--- config.mk ---
export PLATFORM = sky130hd
export DESIGN_NAME = stcg_top
export DESIGN_NICKNAME = d
export VERILOG_FILES = /design/src/stcg_pkg.sv /design/src/stcg_timer.sv /design/src/stcg_top.sv
export VERILOG_INCLUDE_DIRS = /design/src /design/src/src
export SDC_FILE = /design/constraint.sdc
export NUM_CORES = 1
export LEC_CHECK = 0
export BUFFER_PORTS_ARGS = -buffer_cell sky130_fd_sc_hd__buf_2
export CORE_MARGIN = 2
export CORE_UTILIZATION = 30
export DETAILED_ROUTE_END_ITERATION = 10
export MAX_ROUTING_LAYER = met4
export PLACE_DENSITY = 0.54
export SYNTH_ARGS = -nofsm -noshare
export SYNTH_HDL_FRONTEND = slang
export SYNTH_SLANG_ARGS = --single-unit
--- constraint.sdc ---
create_clock -name clk -period 3.3 [get_ports clk]
set_input_delay 0.165 -clock clk [delete_from_list [all_inputs] [get_ports clk]]
set_output_delay 0.165 -clock clk [all_outputs]
set_load 0.02 [all_outputs]
--- src/stcg_defs.svh ---
/*
 * Offsets, field positions, reset values and timing figures of the sleep timer
 * and switch clock gating block.
 * Assumes a 200 MHz device clock and a 32-bit byte-addressed register bus.
 */
`ifndef STCG_DEFS_SVH
`define STCG_DEFS_SVH

// ----------------------------------------------------------------
// clock
// ----------------------------------------------------------------
`define STCG_CLK_KHZ        200000

// ----------------------------------------------------------------
// register indices and byte addresses
// ----------------------------------------------------------------
`define STCG_MODE_IDX       8'h32
`define STCG_DLY_IDX        8'h36
`define STCG_GATE_IDX       8'h38
`define STCG_STAT_IDX       8'h3C
`define STCG_MODE_ADDR      8'(`STCG_MODE_IDX * 4)
`define STCG_DLY_ADDR       8'(`STCG_DLY_IDX * 4)
`define STCG_GATE_ADDR      8'(`STCG_GATE_IDX * 4)
`define STCG_STAT_ADDR      8'(`STCG_STAT_IDX * 4)

// ----------------------------------------------------------------
// fields
// ----------------------------------------------------------------
`define STCG_MODE_LSB       0
`define STCG_MODE_ENERGY    2'b01
`define STCG_DLY_LSB        0
`define STCG_RSV_BIT        4
`define STCG_AUTO_BIT       3
`define STCG_CPU_BIT        2
`define STCG_WAIT_LSB       0
`define STCG_ST_SLEEP_BIT   0
`define STCG_ST_GATED_BIT   1
`define STCG_ST_ENERGY_BIT  2
`define STCG_ST_BUSY_BIT    3

// ----------------------------------------------------------------
// reset values
// ----------------------------------------------------------------
`define STCG_MODE_RST       2'h0
`define STCG_DLY_RST        8'h8E
`define STCG_WAIT_RST       2'h0

// ----------------------------------------------------------------
// times and cycle counts
// ----------------------------------------------------------------
`define STCG_GS_UNIT_MS     20
`define STCG_WAIT0_MS       5300
`define STCG_WAIT1_MS       1600
`define STCG_WAIT2_MS       1
`define STCG_WAIT3_NS       3200
`define STCG_GS_UNIT_CYC    (`STCG_GS_UNIT_MS * `STCG_CLK_KHZ)
`define STCG_WAIT0_CYC      (`STCG_WAIT0_MS * `STCG_CLK_KHZ)
`define STCG_WAIT1_CYC      (`STCG_WAIT1_MS * `STCG_CLK_KHZ)
`define STCG_WAIT2_CYC      (`STCG_WAIT2_MS * `STCG_CLK_KHZ)
`define STCG_WAIT3_CYC      (`STCG_WAIT3_NS * `STCG_CLK_KHZ / 1000000)

`endif

--- src/stcg_pkg.sv ---
/*
 * Types shared by the sleep timer and clock gating files.
 * Assumes nothing beyond the defines header.
 */
package stcg_pkg;

    typedef struct packed {
        logic [1:0] pm_mode;
        logic [7:0] dly;
        logic       rsv4;
        logic       auto_en;
        logic       cpu_auto;
        logic [1:0] wait_sel;
    } stcg_ctrl_type;

    typedef enum logic {PS_NORMAL, PS_SLEEP} stcg_pwr_type;
    typedef enum logic {CK_RUN, CK_GATED} stcg_clk_type;

endpackage

--- src/stcg_timer.sv ---
/*
 * Restartable saturating up-counter with a terminal flag.
 * Assumes run and clear come from logic on the same clock.
 */
`timescale 1ns/1ps
module stcg_timer
    import stcg_pkg::*;
#(
    parameter int W = 32
) (
    input  wire logic         clk,
    input  wire logic         rst,
    input  wire logic         run,
    input  wire logic         clear,
    input  wire logic [W-1:0] limit,
    output logic              done
);
    logic [W-1:0] cnt_q;
    logic [W-1:0] cnt_d;

    always_comb begin
        cnt_d = cnt_q;
        if (clear) begin
            cnt_d = '0;
        end else if (run && cnt_q < limit) begin
            cnt_d = cnt_q + W'(1);
        end
    end

    always_ff @(posedge clk) begin
        if (rst) begin
            cnt_q <= '0;
        end else begin
            cnt_q <= cnt_d;
        end
    end

    // saturates at the limit; a lowered limit still ends the wait
    assign done = (cnt_q >= limit);
endmodule

--- src/stcg_top.sv ---
/*
 * Sleep timer and switch clock gating control, with an Avalon-MM slave.
 * Assumes line energy flags arrive from the PHYs asynchronously and MII busy
 * flags come from MAC logic on clk; an external clock gate consumes sw_clk_en.
 */
// Behaviour
// - the go-sleep count is an 8-bit read-write field in the low bits of its register, one step being 20 ms.
// - low power is entered only after no line energy has been seen without break for the go-sleep delay.
// - the go-sleep count resets to 0x8E, about 2.8 s.
// - the go-sleep delay governs only the normal-to-low-power step in energy detect mode.
// - with auto shutdown on, the switch clock stops once all three MII have been idle longer than the wait.
// - the switch clock restarts as soon as any MII becomes busy.
// - with auto shutdown off, the switch clock always runs.
// - the wait field selects 5.3 s, 1.6 s, 1 ms or 3.2 us for codes 00, 01, 10, 11.
// - power management mode 01 is energy detect mode.
`timescale 1ns/1ps
`include "stcg_defs.svh"
module stcg_top
    import stcg_pkg::*;
#(
    parameter int unsigned GS_UNIT_CYC = `STCG_GS_UNIT_CYC,
    parameter int unsigned WAIT0_CYC   = `STCG_WAIT0_CYC,
    parameter int unsigned WAIT1_CYC   = `STCG_WAIT1_CYC,
    parameter int unsigned WAIT2_CYC   = `STCG_WAIT2_CYC,
    parameter int          NPHY        = 2,
    parameter int          NMII        = 3
) (
    input  wire logic            clk,
    input  wire logic            rst,
    input  wire logic [7:0]      avs_address,
    input  wire logic            avs_read,
    input  wire logic            avs_write,
    input  wire logic [31:0]     avs_writedata,
    input  wire logic [3:0]      avs_byteenable,
    output logic      [31:0]     avs_readdata,
    output logic                 avs_waitrequest,
    input  wire logic [NPHY-1:0] line_energy,
    input  wire logic [NMII-1:0] mii_busy,
    output logic                 sw_clk_en,
    output logic                 low_power
);
    // ----------------------------------------------------------------
    // input synchronisers
    // ----------------------------------------------------------------
    logic [NPHY-1:0] en_s1_q;
    logic [NPHY-1:0] en_s2_q;

    always_ff @(posedge clk) begin
        if (rst) begin
            en_s1_q <= '0;
            en_s2_q <= '0;
        end else begin
            en_s1_q <= line_energy;
            en_s2_q <= en_s1_q;
        end
    end

    logic energy;
    logic any_busy;
    assign energy   = |en_s2_q;
    assign any_busy = |mii_busy;

    // ----------------------------------------------------------------
    // bus slave
    // ----------------------------------------------------------------
    typedef enum logic [2:0] {RG_PM, RG_DLY, RG_CT, RG_ST, RG_NONE} stcg_reg_type;

    function automatic stcg_reg_type reg_sel(input logic [7:0] a);
        case (a)
            `STCG_MODE_ADDR:   reg_sel = RG_PM;
            `STCG_DLY_ADDR:    reg_sel = RG_DLY;
            `STCG_GATE_ADDR:   reg_sel = RG_CT;
            `STCG_STAT_ADDR:   reg_sel = RG_ST;
            default:           reg_sel = RG_NONE;
        endcase
    endfunction

    stcg_ctrl_type ctrl_q;
    stcg_ctrl_type ctrl_d;
    logic          ack_q;
    logic          ack_d;
    logic [31:0]   rdata_q;
    logic [31:0]   rdata_d;
    logic [15:0]   stat;
    stcg_pwr_type  pwr_q;
    stcg_clk_type  ck_q;
    logic          wr_go;

    // one wait cycle, answer on the second edge
    assign avs_waitrequest = (avs_read || avs_write) && !ack_q;
    assign avs_readdata    = rdata_q;
    assign wr_go           = avs_write && ack_q;

    always_comb begin
        stat = '0;
        stat[`STCG_ST_SLEEP_BIT]  = (pwr_q == PS_SLEEP);
        stat[`STCG_ST_GATED_BIT]  = (ck_q == CK_GATED);
        stat[`STCG_ST_ENERGY_BIT] = energy;
        stat[`STCG_ST_BUSY_BIT]   = any_busy;
    end

    always_comb begin
        ack_d   = (avs_read || avs_write) && !ack_q;
        rdata_d = rdata_q;
        if (ack_d && avs_read) begin
            rdata_d = '0;
            case (reg_sel(avs_address))
                RG_PM:   rdata_d[1:0] = ctrl_q.pm_mode;
                RG_DLY:  rdata_d[7:0] = ctrl_q.dly;
                RG_CT:   rdata_d[4:0] = {ctrl_q.rsv4, ctrl_q.auto_en, ctrl_q.cpu_auto, ctrl_q.wait_sel};
                RG_ST:   rdata_d[15:0] = stat;
                default: rdata_d = '0;
            endcase
        end
    end

    always_comb begin
        ctrl_d = ctrl_q;
        if (wr_go && avs_byteenable[0]) begin
            case (reg_sel(avs_address))
                RG_PM: begin
                    ctrl_d.pm_mode = avs_writedata[`STCG_MODE_LSB +: 2];
                end
                RG_DLY: begin
                    ctrl_d.dly = avs_writedata[`STCG_DLY_LSB +: 8];
                end
                RG_CT: begin
                    ctrl_d.rsv4     = avs_writedata[`STCG_RSV_BIT];
                    ctrl_d.auto_en  = avs_writedata[`STCG_AUTO_BIT];
                    ctrl_d.cpu_auto = avs_writedata[`STCG_CPU_BIT];
                    ctrl_d.wait_sel = avs_writedata[`STCG_WAIT_LSB +: 2];
                end
                default: begin
                    ctrl_d = ctrl_q;
                end
            endcase
        end
    end

    always_ff @(posedge clk) begin
        if (rst) begin
            ack_q           <= 1'b0;
            rdata_q         <= '0;
            ctrl_q.pm_mode  <= `STCG_MODE_RST;
            ctrl_q.dly      <= `STCG_DLY_RST;
            ctrl_q.rsv4     <= 1'b0;
            ctrl_q.auto_en  <= 1'b0;
            ctrl_q.cpu_auto <= 1'b0;
            ctrl_q.wait_sel <= `STCG_WAIT_RST;
        end else begin
            ack_q   <= ack_d;
            rdata_q <= rdata_d;
            ctrl_q  <= ctrl_d;
        end
    end

    // ----------------------------------------------------------------
    // go-sleep timer
    // ----------------------------------------------------------------
    logic         ed_mode;
    logic         unit_done;
    logic         gs_clear;
    logic [7:0]   unit_cnt_q;
    logic [7:0]   unit_cnt_d;
    stcg_pwr_type pwr_d;

    assign ed_mode  = (ctrl_q.pm_mode == `STCG_MODE_ENERGY);
    assign gs_clear = energy || !ed_mode || (pwr_q == PS_SLEEP);

    stcg_timer #(.W(32)) u_gs_unit (
        .clk   (clk),
        .rst   (rst),
        .run   (!gs_clear),
        .clear (gs_clear || unit_done),
        .limit (32'(GS_UNIT_CYC - 1)),
        .done  (unit_done)
    );

    always_comb begin
        unit_cnt_d = unit_cnt_q;
        pwr_d      = pwr_q;
        if (gs_clear) begin
            unit_cnt_d = '0;
        end else if (unit_done && unit_cnt_q != 8'hFF) begin
            unit_cnt_d = unit_cnt_q + 8'h01;
        end
        case (pwr_q)
            PS_NORMAL: begin
                if (ed_mode && !energy && unit_cnt_q >= ctrl_q.dly) begin
                    pwr_d = PS_SLEEP;
                end
            end
            PS_SLEEP: begin
                if (energy || !ed_mode) begin
                    pwr_d = PS_NORMAL;
                end
            end
            default: pwr_d = PS_NORMAL;
        endcase
    end

    always_ff @(posedge clk) begin
        if (rst) begin
            unit_cnt_q <= '0;
            pwr_q      <= PS_NORMAL;
        end else begin
            unit_cnt_q <= unit_cnt_d;
            pwr_q      <= pwr_d;
        end
    end

    assign low_power = (pwr_q == PS_SLEEP);

    // ----------------------------------------------------------------
    // switch clock gate
    // ----------------------------------------------------------------
    function automatic logic [31:0] wait_cycles(input logic [1:0] sel);
        case (sel)
            2'b00:   wait_cycles = 32'(WAIT0_CYC);
            2'b01:   wait_cycles = 32'(WAIT1_CYC);
            2'b10:   wait_cycles = 32'(WAIT2_CYC);
            default: wait_cycles = 32'(`STCG_WAIT3_CYC);
        endcase
    endfunction

    logic         idle_done;
    logic         idle_clear;
    logic [31:0]  idle_limit;
    stcg_clk_type ck_d;

    assign idle_limit = wait_cycles(ctrl_q.wait_sel);
    assign idle_clear = any_busy || !ctrl_q.auto_en || (ck_q == CK_GATED);

    stcg_timer #(.W(32)) u_idle (
        .clk   (clk),
        .rst   (rst),
        .run   (!idle_clear),
        .clear (idle_clear),
        .limit (idle_limit),
        .done  (idle_done)
    );

    always_comb begin
        ck_d = ck_q;
        case (ck_q)
            CK_RUN: begin
                if (ctrl_q.auto_en && !any_busy && idle_done) begin
                    ck_d = CK_GATED;
                end
            end
            CK_GATED: begin
                if (any_busy || !ctrl_q.auto_en) begin
                    ck_d = CK_RUN;
                end
            end
            default: ck_d = CK_RUN;
        endcase
    end

    always_ff @(posedge clk) begin
        if (rst) begin
            ck_q <= CK_RUN;
        end else begin
            ck_q <= ck_d;
        end
    end

    // restart is combinational so the first busy cycle already has a clock
    assign sw_clk_en = (ck_q == CK_RUN) || any_busy || !ctrl_q.auto_en;

    // ----------------------------------------------------------------
    // assertions
    // ----------------------------------------------------------------
    property p_dly_write;
        @(posedge clk) disable iff (rst)
        (wr_go && avs_byteenable[0] && avs_address == `STCG_DLY_ADDR) |=> ctrl_q.dly == $past(avs_writedata[7:0]);
    endproperty
    a_dly_write: assert property (p_dly_write) else $error("go-sleep count not written");

    property p_sleep_entry;
        @(posedge clk) disable iff (rst)
        $rose(low_power) |-> $past(unit_cnt_q) >= $past(ctrl_q.dly) && !$past(energy);
    endproperty
    a_sleep_entry: assert property (p_sleep_entry) else $error("sleep entered before delay");

    property p_dly_reset;
        @(posedge clk)
        $past(rst) |-> ctrl_q.dly == `STCG_DLY_RST && !low_power;
    endproperty
    a_dly_reset: assert property (p_dly_reset) else $error("go-sleep reset value wrong");

    property p_sleep_mode;
        @(posedge clk) disable iff (rst)
        $rose(low_power) |-> $past(ctrl_q.pm_mode) == 2'b01;
    endproperty
    a_sleep_mode: assert property (p_sleep_mode) else $error("sleep outside energy detect mode");

    property p_gate_cause;
        @(posedge clk) disable iff (rst)
        $fell(sw_clk_en) |-> $past(ctrl_q.auto_en) && $past(idle_done) && !$past(any_busy);
    endproperty
    a_gate_cause: assert property (p_gate_cause) else $error("clock gated without idle wait");

    property p_wake;
        @(posedge clk) disable iff (rst)
        (ck_q == CK_GATED && any_busy) |-> sw_clk_en ##1 (ck_q == CK_RUN);
    endproperty
    a_wake: assert property (p_wake) else $error("clock not restored on busy");

    property p_always_on;
        @(posedge clk) disable iff (rst)
        !ctrl_q.auto_en [*2] |-> sw_clk_en && ck_q == CK_RUN;
    endproperty
    a_always_on: assert property (p_always_on) else $error("clock stopped while disabled");

    property p_short_wait;
        @(posedge clk) disable iff (rst)
        (ctrl_q.auto_en && !any_busy && ck_q == CK_RUN && ctrl_q.wait_sel == 2'b11) [*2] |-> idle_limit == 32'd640;
    endproperty
    a_short_wait: assert property (p_short_wait) else $error("wait select 11 not 3.2 us");

    property p_mode_exit;
        @(posedge clk) disable iff (rst)
        (low_power && ctrl_q.pm_mode != 2'b01) |=> !low_power;
    endproperty
    a_mode_exit: assert property (p_mode_exit) else $error("sleep held outside mode 01");

    property p_restart;
        @(posedge clk) disable iff (rst)
        energy |=> unit_cnt_q == 8'h00;
    endproperty
    a_restart: assert property (p_restart) else $error("no-energy count not restarted");
endmodule

After elaboration in Yosys (flattened, before gate mapping)
Cells that the tools add are included.
{"block": "word_totals", "ff_bits": 102, "in_bits": 53, "output_inout_bits": 35, "word_cells": 88}
{"block": "classes", "addsub": 3, "magnitude_cmp": 5, "n_eq_ne": 13, "mux": 13, "bitwise": 2, "reduce_logical": 37}
{"operator": "$pmux 30 s3", "n": 1}
{"operator": "$add 32x1->32 const B", "n": 2}
{"operator": "$eq 8x8->1 const B", "n": 4}
{"operator": "$ge 32x22->1 const B", "n": 1}
{"operator": "$ge 32x30->1", "n": 1}
{"operator": "$lt 32x22->1 const B", "n": 1}
{"operator": "$lt 32x30->1", "n": 1}
{"operator": "$pmux 3 s4", "n": 1}
{"operator": "$logic_and 1x1->1", "n": 11}
{"operator": "$eq 3x2->1 const B", "n": 3}
{"operator": "$mux 3", "n": 3}
{"operator": "$pmux 3 s3", "n": 1}
{"operator": "$add 8x1->8 const B", "n": 1}
{"operator": "$ge 8x8->1", "n": 1}
{"operator": "$logic_or 1x1->1", "n": 8}
{"operator": "$ne 8x8->1 const B", "n": 1}
{"operator": "$pmux 2 s4", "n": 1}
{"operator": "$reduce_or 2->1", "n": 4}
{"operator": "$logic_not 1->1", "n": 7}
{"operator": "$eq 3x1->1 const B", "n": 2}
{"operator": "$logic_not 3->1", "n": 2}
{"operator": "$reduce_and 2->1", "n": 3}
{"operator": "$eq 2x1->1 const B", "n": 2}
{"operator": "$mux 1", "n": 4}
{"operator": "other kinds (5)", "n": 7}

Longest topological paths before layout
{"block": "depth", "depth_word": 6, "ltp_mapped": 12, "mapped_depth_nobuf": 10}

Cells and area by module
Synthesis repeated with hierarchy kept, for this count alone.
{"block": "unflattened", "cells_unflattened": 859, "area_unflattened_um2": 6892.9}
{"mod": "stcg_timer", "n_inst": 2, "cells_each": 311, "area_per_inst_um2": 2433.6, "seq_area_each_um2": 640.6}
{"mod": "stcg_top", "n_inst": 1, "cells_each": 237, "area_per_inst_um2": 2025.7, "seq_area_each_um2": 760.7}

Least setup slack after synthesis
OpenSTA, ideal clock, no wires.
{"block": "synth_path", "path_kind": "register -> register", "start": "register ctrl_q[1] (netlist name)", "end": "register u_idle.cnt_q[28]", "setup_time_ns": 0.071, "t_arrival_ns": 2.693, "required_ns": 3.229, "slack_ns": 0.537, "stages_incl_launch_ff": 11, "path_buffers": 2, "period_less_slack_ns": 2.763, "cell_sequence": "dfxtp_1 or2_2 ha_1 a2111o_1 a21oi_1 and3_1 buf_4 nand3_2 buf_6 or4_1 a21oi_1"}
{"block": "synth_between", "elab_chain_len": 4, "elab_cells_between_ends": 6, "cone_classes": "order compare: 1; eq/ne: 2; mux: 1; reduce/logical: 2"}
{"item": "start, declared", "line": "stcg_top.sv:78", "source": "stcg_ctrl_type ctrl_q;"}
{"item": "start signal, assigned", "line": "stcg_top.sv:153", "source": "ctrl_q <= ctrl_d;"}
{"item": "$eq 2x2->1 (tied with other cells)", "line": "stcg_top.sv:218", "source": "case (sel)"}
{"item": "$pmux 30 s3 (*)", "line": "stcg_top.sv:218"}
{"item": "$lt 32x30->1 (*)", "line": "stcg_timer.sv:25", "source": "end else if (run && cnt_q < limit) begin"}
{"item": "$logic_and 1x1->1 (*)", "line": "stcg_timer.sv:25"}
{"item": "end signal, assigned", "line": "stcg_timer.sv:34", "source": "cnt_q <= cnt_d;"}
{"item": "end, declared", "line": "stcg_timer.sv:18", "source": "logic [W-1:0] cnt_q;"}
Every way passes the cells marked *; elsewhere a longest branch is shown, timed or not.
A chain may end at the register's enable or synchronous reset.

Worst setup path after layout
{"block": "layout_path", "start": "register ctrl_q[1] (netlist name)", "end": "register u_idle.cnt_q[11]"}
Same word-level chain as after synthesis.

==> impl_results.md <==
- Status: complete, no violations
- Clock Skews: 0.00626 ns
- EDFF count, synth: 0
- Worst setup EP type: flop
- Fin util: 0.343
- Setup violators final: 0
- Reg2Reg Depth: 11
- Post-synth top area share: 0.394
- Post-route ant nets: 0
- Critical path arrival: about 3.3 ns
- Max clock buf depth: 2
- Dpl hpwl: 8270 µm
- Synth Cell Area: between 5000 and 6000 µm²
- Yosys reg bits: 102
- Netlist cell types: between 50 and 60
- # IOs: 88
- Final non-filler cell total: roughly 880
- Inst Count DP: 861
- Clk network pwr share: 0.458
- RSZ-0062 raised after global routing: false
- IO Port Bufs: 36
- GP Congestion: 0.830
- Number of max-cap violations: 0
- Final Slew Violations: 0
- Clock-pin slew of the registers on the worst-case setup and hold paths: ~0.07 ns
- CTS Buf Count: 9
- Hold Slack: roughly 0.025 ns
- Async SR Flop Fraction: 0
- Routed wire length: 11,100 µm
- Fmax: 0.333 GHz
- Synth warn: 0
- Total GRT Usage: 0.128
- Sequential share of the synthesized area: 0.394
- Fin. Hold Viols: 0
- Worst EP required: 3.57 ns
- Largest net degree at the start of global routing: 32
- First-pass GRT wire length: 18,700 µm
- Hold Crit Class: input port to flop
- Minimum clock period: around 3.0 ns
- Reg2Reg Setup Slack: approximately 0.29 ns
- Psw: between 500 and 600 µW
- CTS Sinks: 102
- Slew HR: 0.520
- Worst ir drop on vdd: roughly 0.24 mV
- Fin crit share: 0.911
- Via density: about 4.8
- Wire per inst: 12.6 µm
- Initial antenna violation count: 0
- Vias in the first global route: around 4,100
- Die width: roughly 140 µm
- Pwr Total: roughly 2.4 mW
- Setup_tns: 0 ns
- Core area: about 17,000 µm²
- Lkg Pwr: ~2.2 nW
- CTS tree: yes
- Part of the power in registers: 0.511
- H-tree Lvls: 3
- Top_reg_cell synth: dfxtp_1
- Top cells by area, synth: dfxtp_1, ha_1, nor2_1
- Clk root buf: clkbuf_16
- Critical path class: flop to flop
- Cell Rows: between 40 and 50
- Area Overhead vs Synth: 13.3%
- Syn avg cell area: between 8 and 9 µm²
- Setup crit start kind: flop
- DR vias: around 4,200
- DRT Pass-1 Iters: 4
- Gr ovfl total: 0
- Clock Latency Late Sink: roughly 0.34 ns
- Cells after synthesis: about 610
- Final-layout fill cell count: approximately 1,800
- Maximum fanout along the worst path: 21
- P_int: approximately 1.9 mW
- Switching share of power: 0.225
- Hold path cells: 2
- Post-synth top area cell: dfxtp_1
- DR DRC count: 0
- Fraction of layout cells with a size suffix above 1: 0.117
- DR iter-0 viols: between 100 and 150
- Die Area: between 15,000 and 20,000 µm²
- Worst slew pin tran: between 0.7 and 0.8 ns
- Initial core utilization: 0.303
- Die Y: between 100 and 150 µm
- N_diodes: 0
- Hold buffer count at CTS: 0
- Combinational power share: 0.031
- Power density over the cells: about 410 nW/µm²
- Nets: between 700 and 800
## cell type report
cell class	count	area, µm²	area share
multi-input cells	468	2910	0.496
flip-flops and latches	102	2040	0.347
well taps	225	282	0.0479
repair buffers	45	248	0.0421
clock buffers	10	239	0.0406
inverters	21	78.8	0.0134
clock inverters	6	76.3	0.0130
## layout by cell type, fill, tap and decap left out, types with 3 or more instances in the layout
master / n
nand4_1: 20
or2_2: 5
or4_1: 6
nor4_1: 7
dfxtp_1: 102
a21oi_1: 36
o22ai_1: 3
and4_1: 6
nand2b_1: 7
a22oi_1: 3
nor2_1: 71
buf_2: 36
nor3_1: 18
nand4b_1: 5
and2_1: 5
o21ai_0: 23
ha_1: 33
o211ai_1: 5
nand3_1: 25
o31ai_1: 4
nor2b_1: 7
conb_1: 34
xnor2_1: 14
nand2_1: 45
clkbuf_16: 9
nand3b_1: 3
xor2_1: 18
inv_1: 20
and3_1: 10
or3_1: 11
mux2i_1: 16
buf_4: 9
## path summary, 6_finish.rpt
check / from / endpoint
hold reg to reg: en_s1_q[1] / en_s2_q[1]
hold / removal: line_energy[0] / en_s1_q[0]
setup reg to reg: ctrl_q[1] / u_idle.cnt_q[11]
setup / recovery: ctrl_q[1] / u_idle.cnt_q[11]
## through the flow
| step | setup WS (ns) | cell area, µm² |
|---|---|---|
| after floorplan | 0.537 | 5310 |
| after global placement | 0.339 | 5560 |
| after detailed placement | 0.303 | 5560 |
| after CTS | 0.286 | 5870 |
| after global routing | 0.0711 | 5880 |
| final | 0.293 | 5880 |
## state kept, by name, indices dropped and copies added (netlist names)
register and count:
u_gs_unit.cnt_q 32, u_idle.cnt_q 32, ctrl_q 15, avs_readdata 8
unit_cnt_q 8, en_s1_q 2, en_s2_q 2, ack_q 1
ck_q 1, low_power 1
## metal layers
metal | share of wire | GRT usage | wire (µm)
met1 | 0.47 | 0.157 | 5190
met2 | 0.48 | 0.213 | 5320
met3 | 0.036 | 0.0217 | 393
met4 | 0.014 | 0.0469 | 160
met5 | 0 | - | 0
## repair_timing
action / 4_1_cts / 5_1_grt
resized for setup: 0 / 1
setup endpoints to repair: 0 / 3
setup buffers: 0 / 0
## power groups by stage
stage	logic [mW]	registers [mW]	clock network, mW
floorplan	0.0720	1.27	0
global placement	0.0731	1.27	0
detailed placement	0.0734	1.27	0
CTS	0.0736	1.24	1.15
global route	0.0820	1.24	1.19
finish	0.0742	1.24	1.11
## synthesized netlist by cell type (all sizes together), types with 18 or more instances
library cell / number
nand3: 26
o21ai: 24
buf: 34
a21oi: 36
inv: 21
nor2: 72
nor3: 19
xor2: 18
nand4: 20
ha: 33
nand2: 45
dfxtp: 102
## critical path: stages, from the launching register on
cell and delay (ns):
dfxtp_1 0.31, buf_4 0.17, nand2b_1 0.19, ha_1 0.33, o211a_1 0.13, a211oi_2 0.23
o21a_1 0.19, a221o_2 0.24, nand3_2 0.35, buf_4 0.31, or3_1 0.34, a21oi_1 0.15
## kinds of logic after synthesis
family / count (synthesis) / synth area share
simple gates: 258 / 0.257
mux: 16 / 0.0309
flops: 102 / 0.394
fa+ha+maj: 33 / 0.0796
xor+xnor: 32 / 0.0540
other cells: 1 / 0.000723
compound gates: 95 / 0.115
buf+inv: 68 / 0.0699
Power figures use the tool's default switching activity.
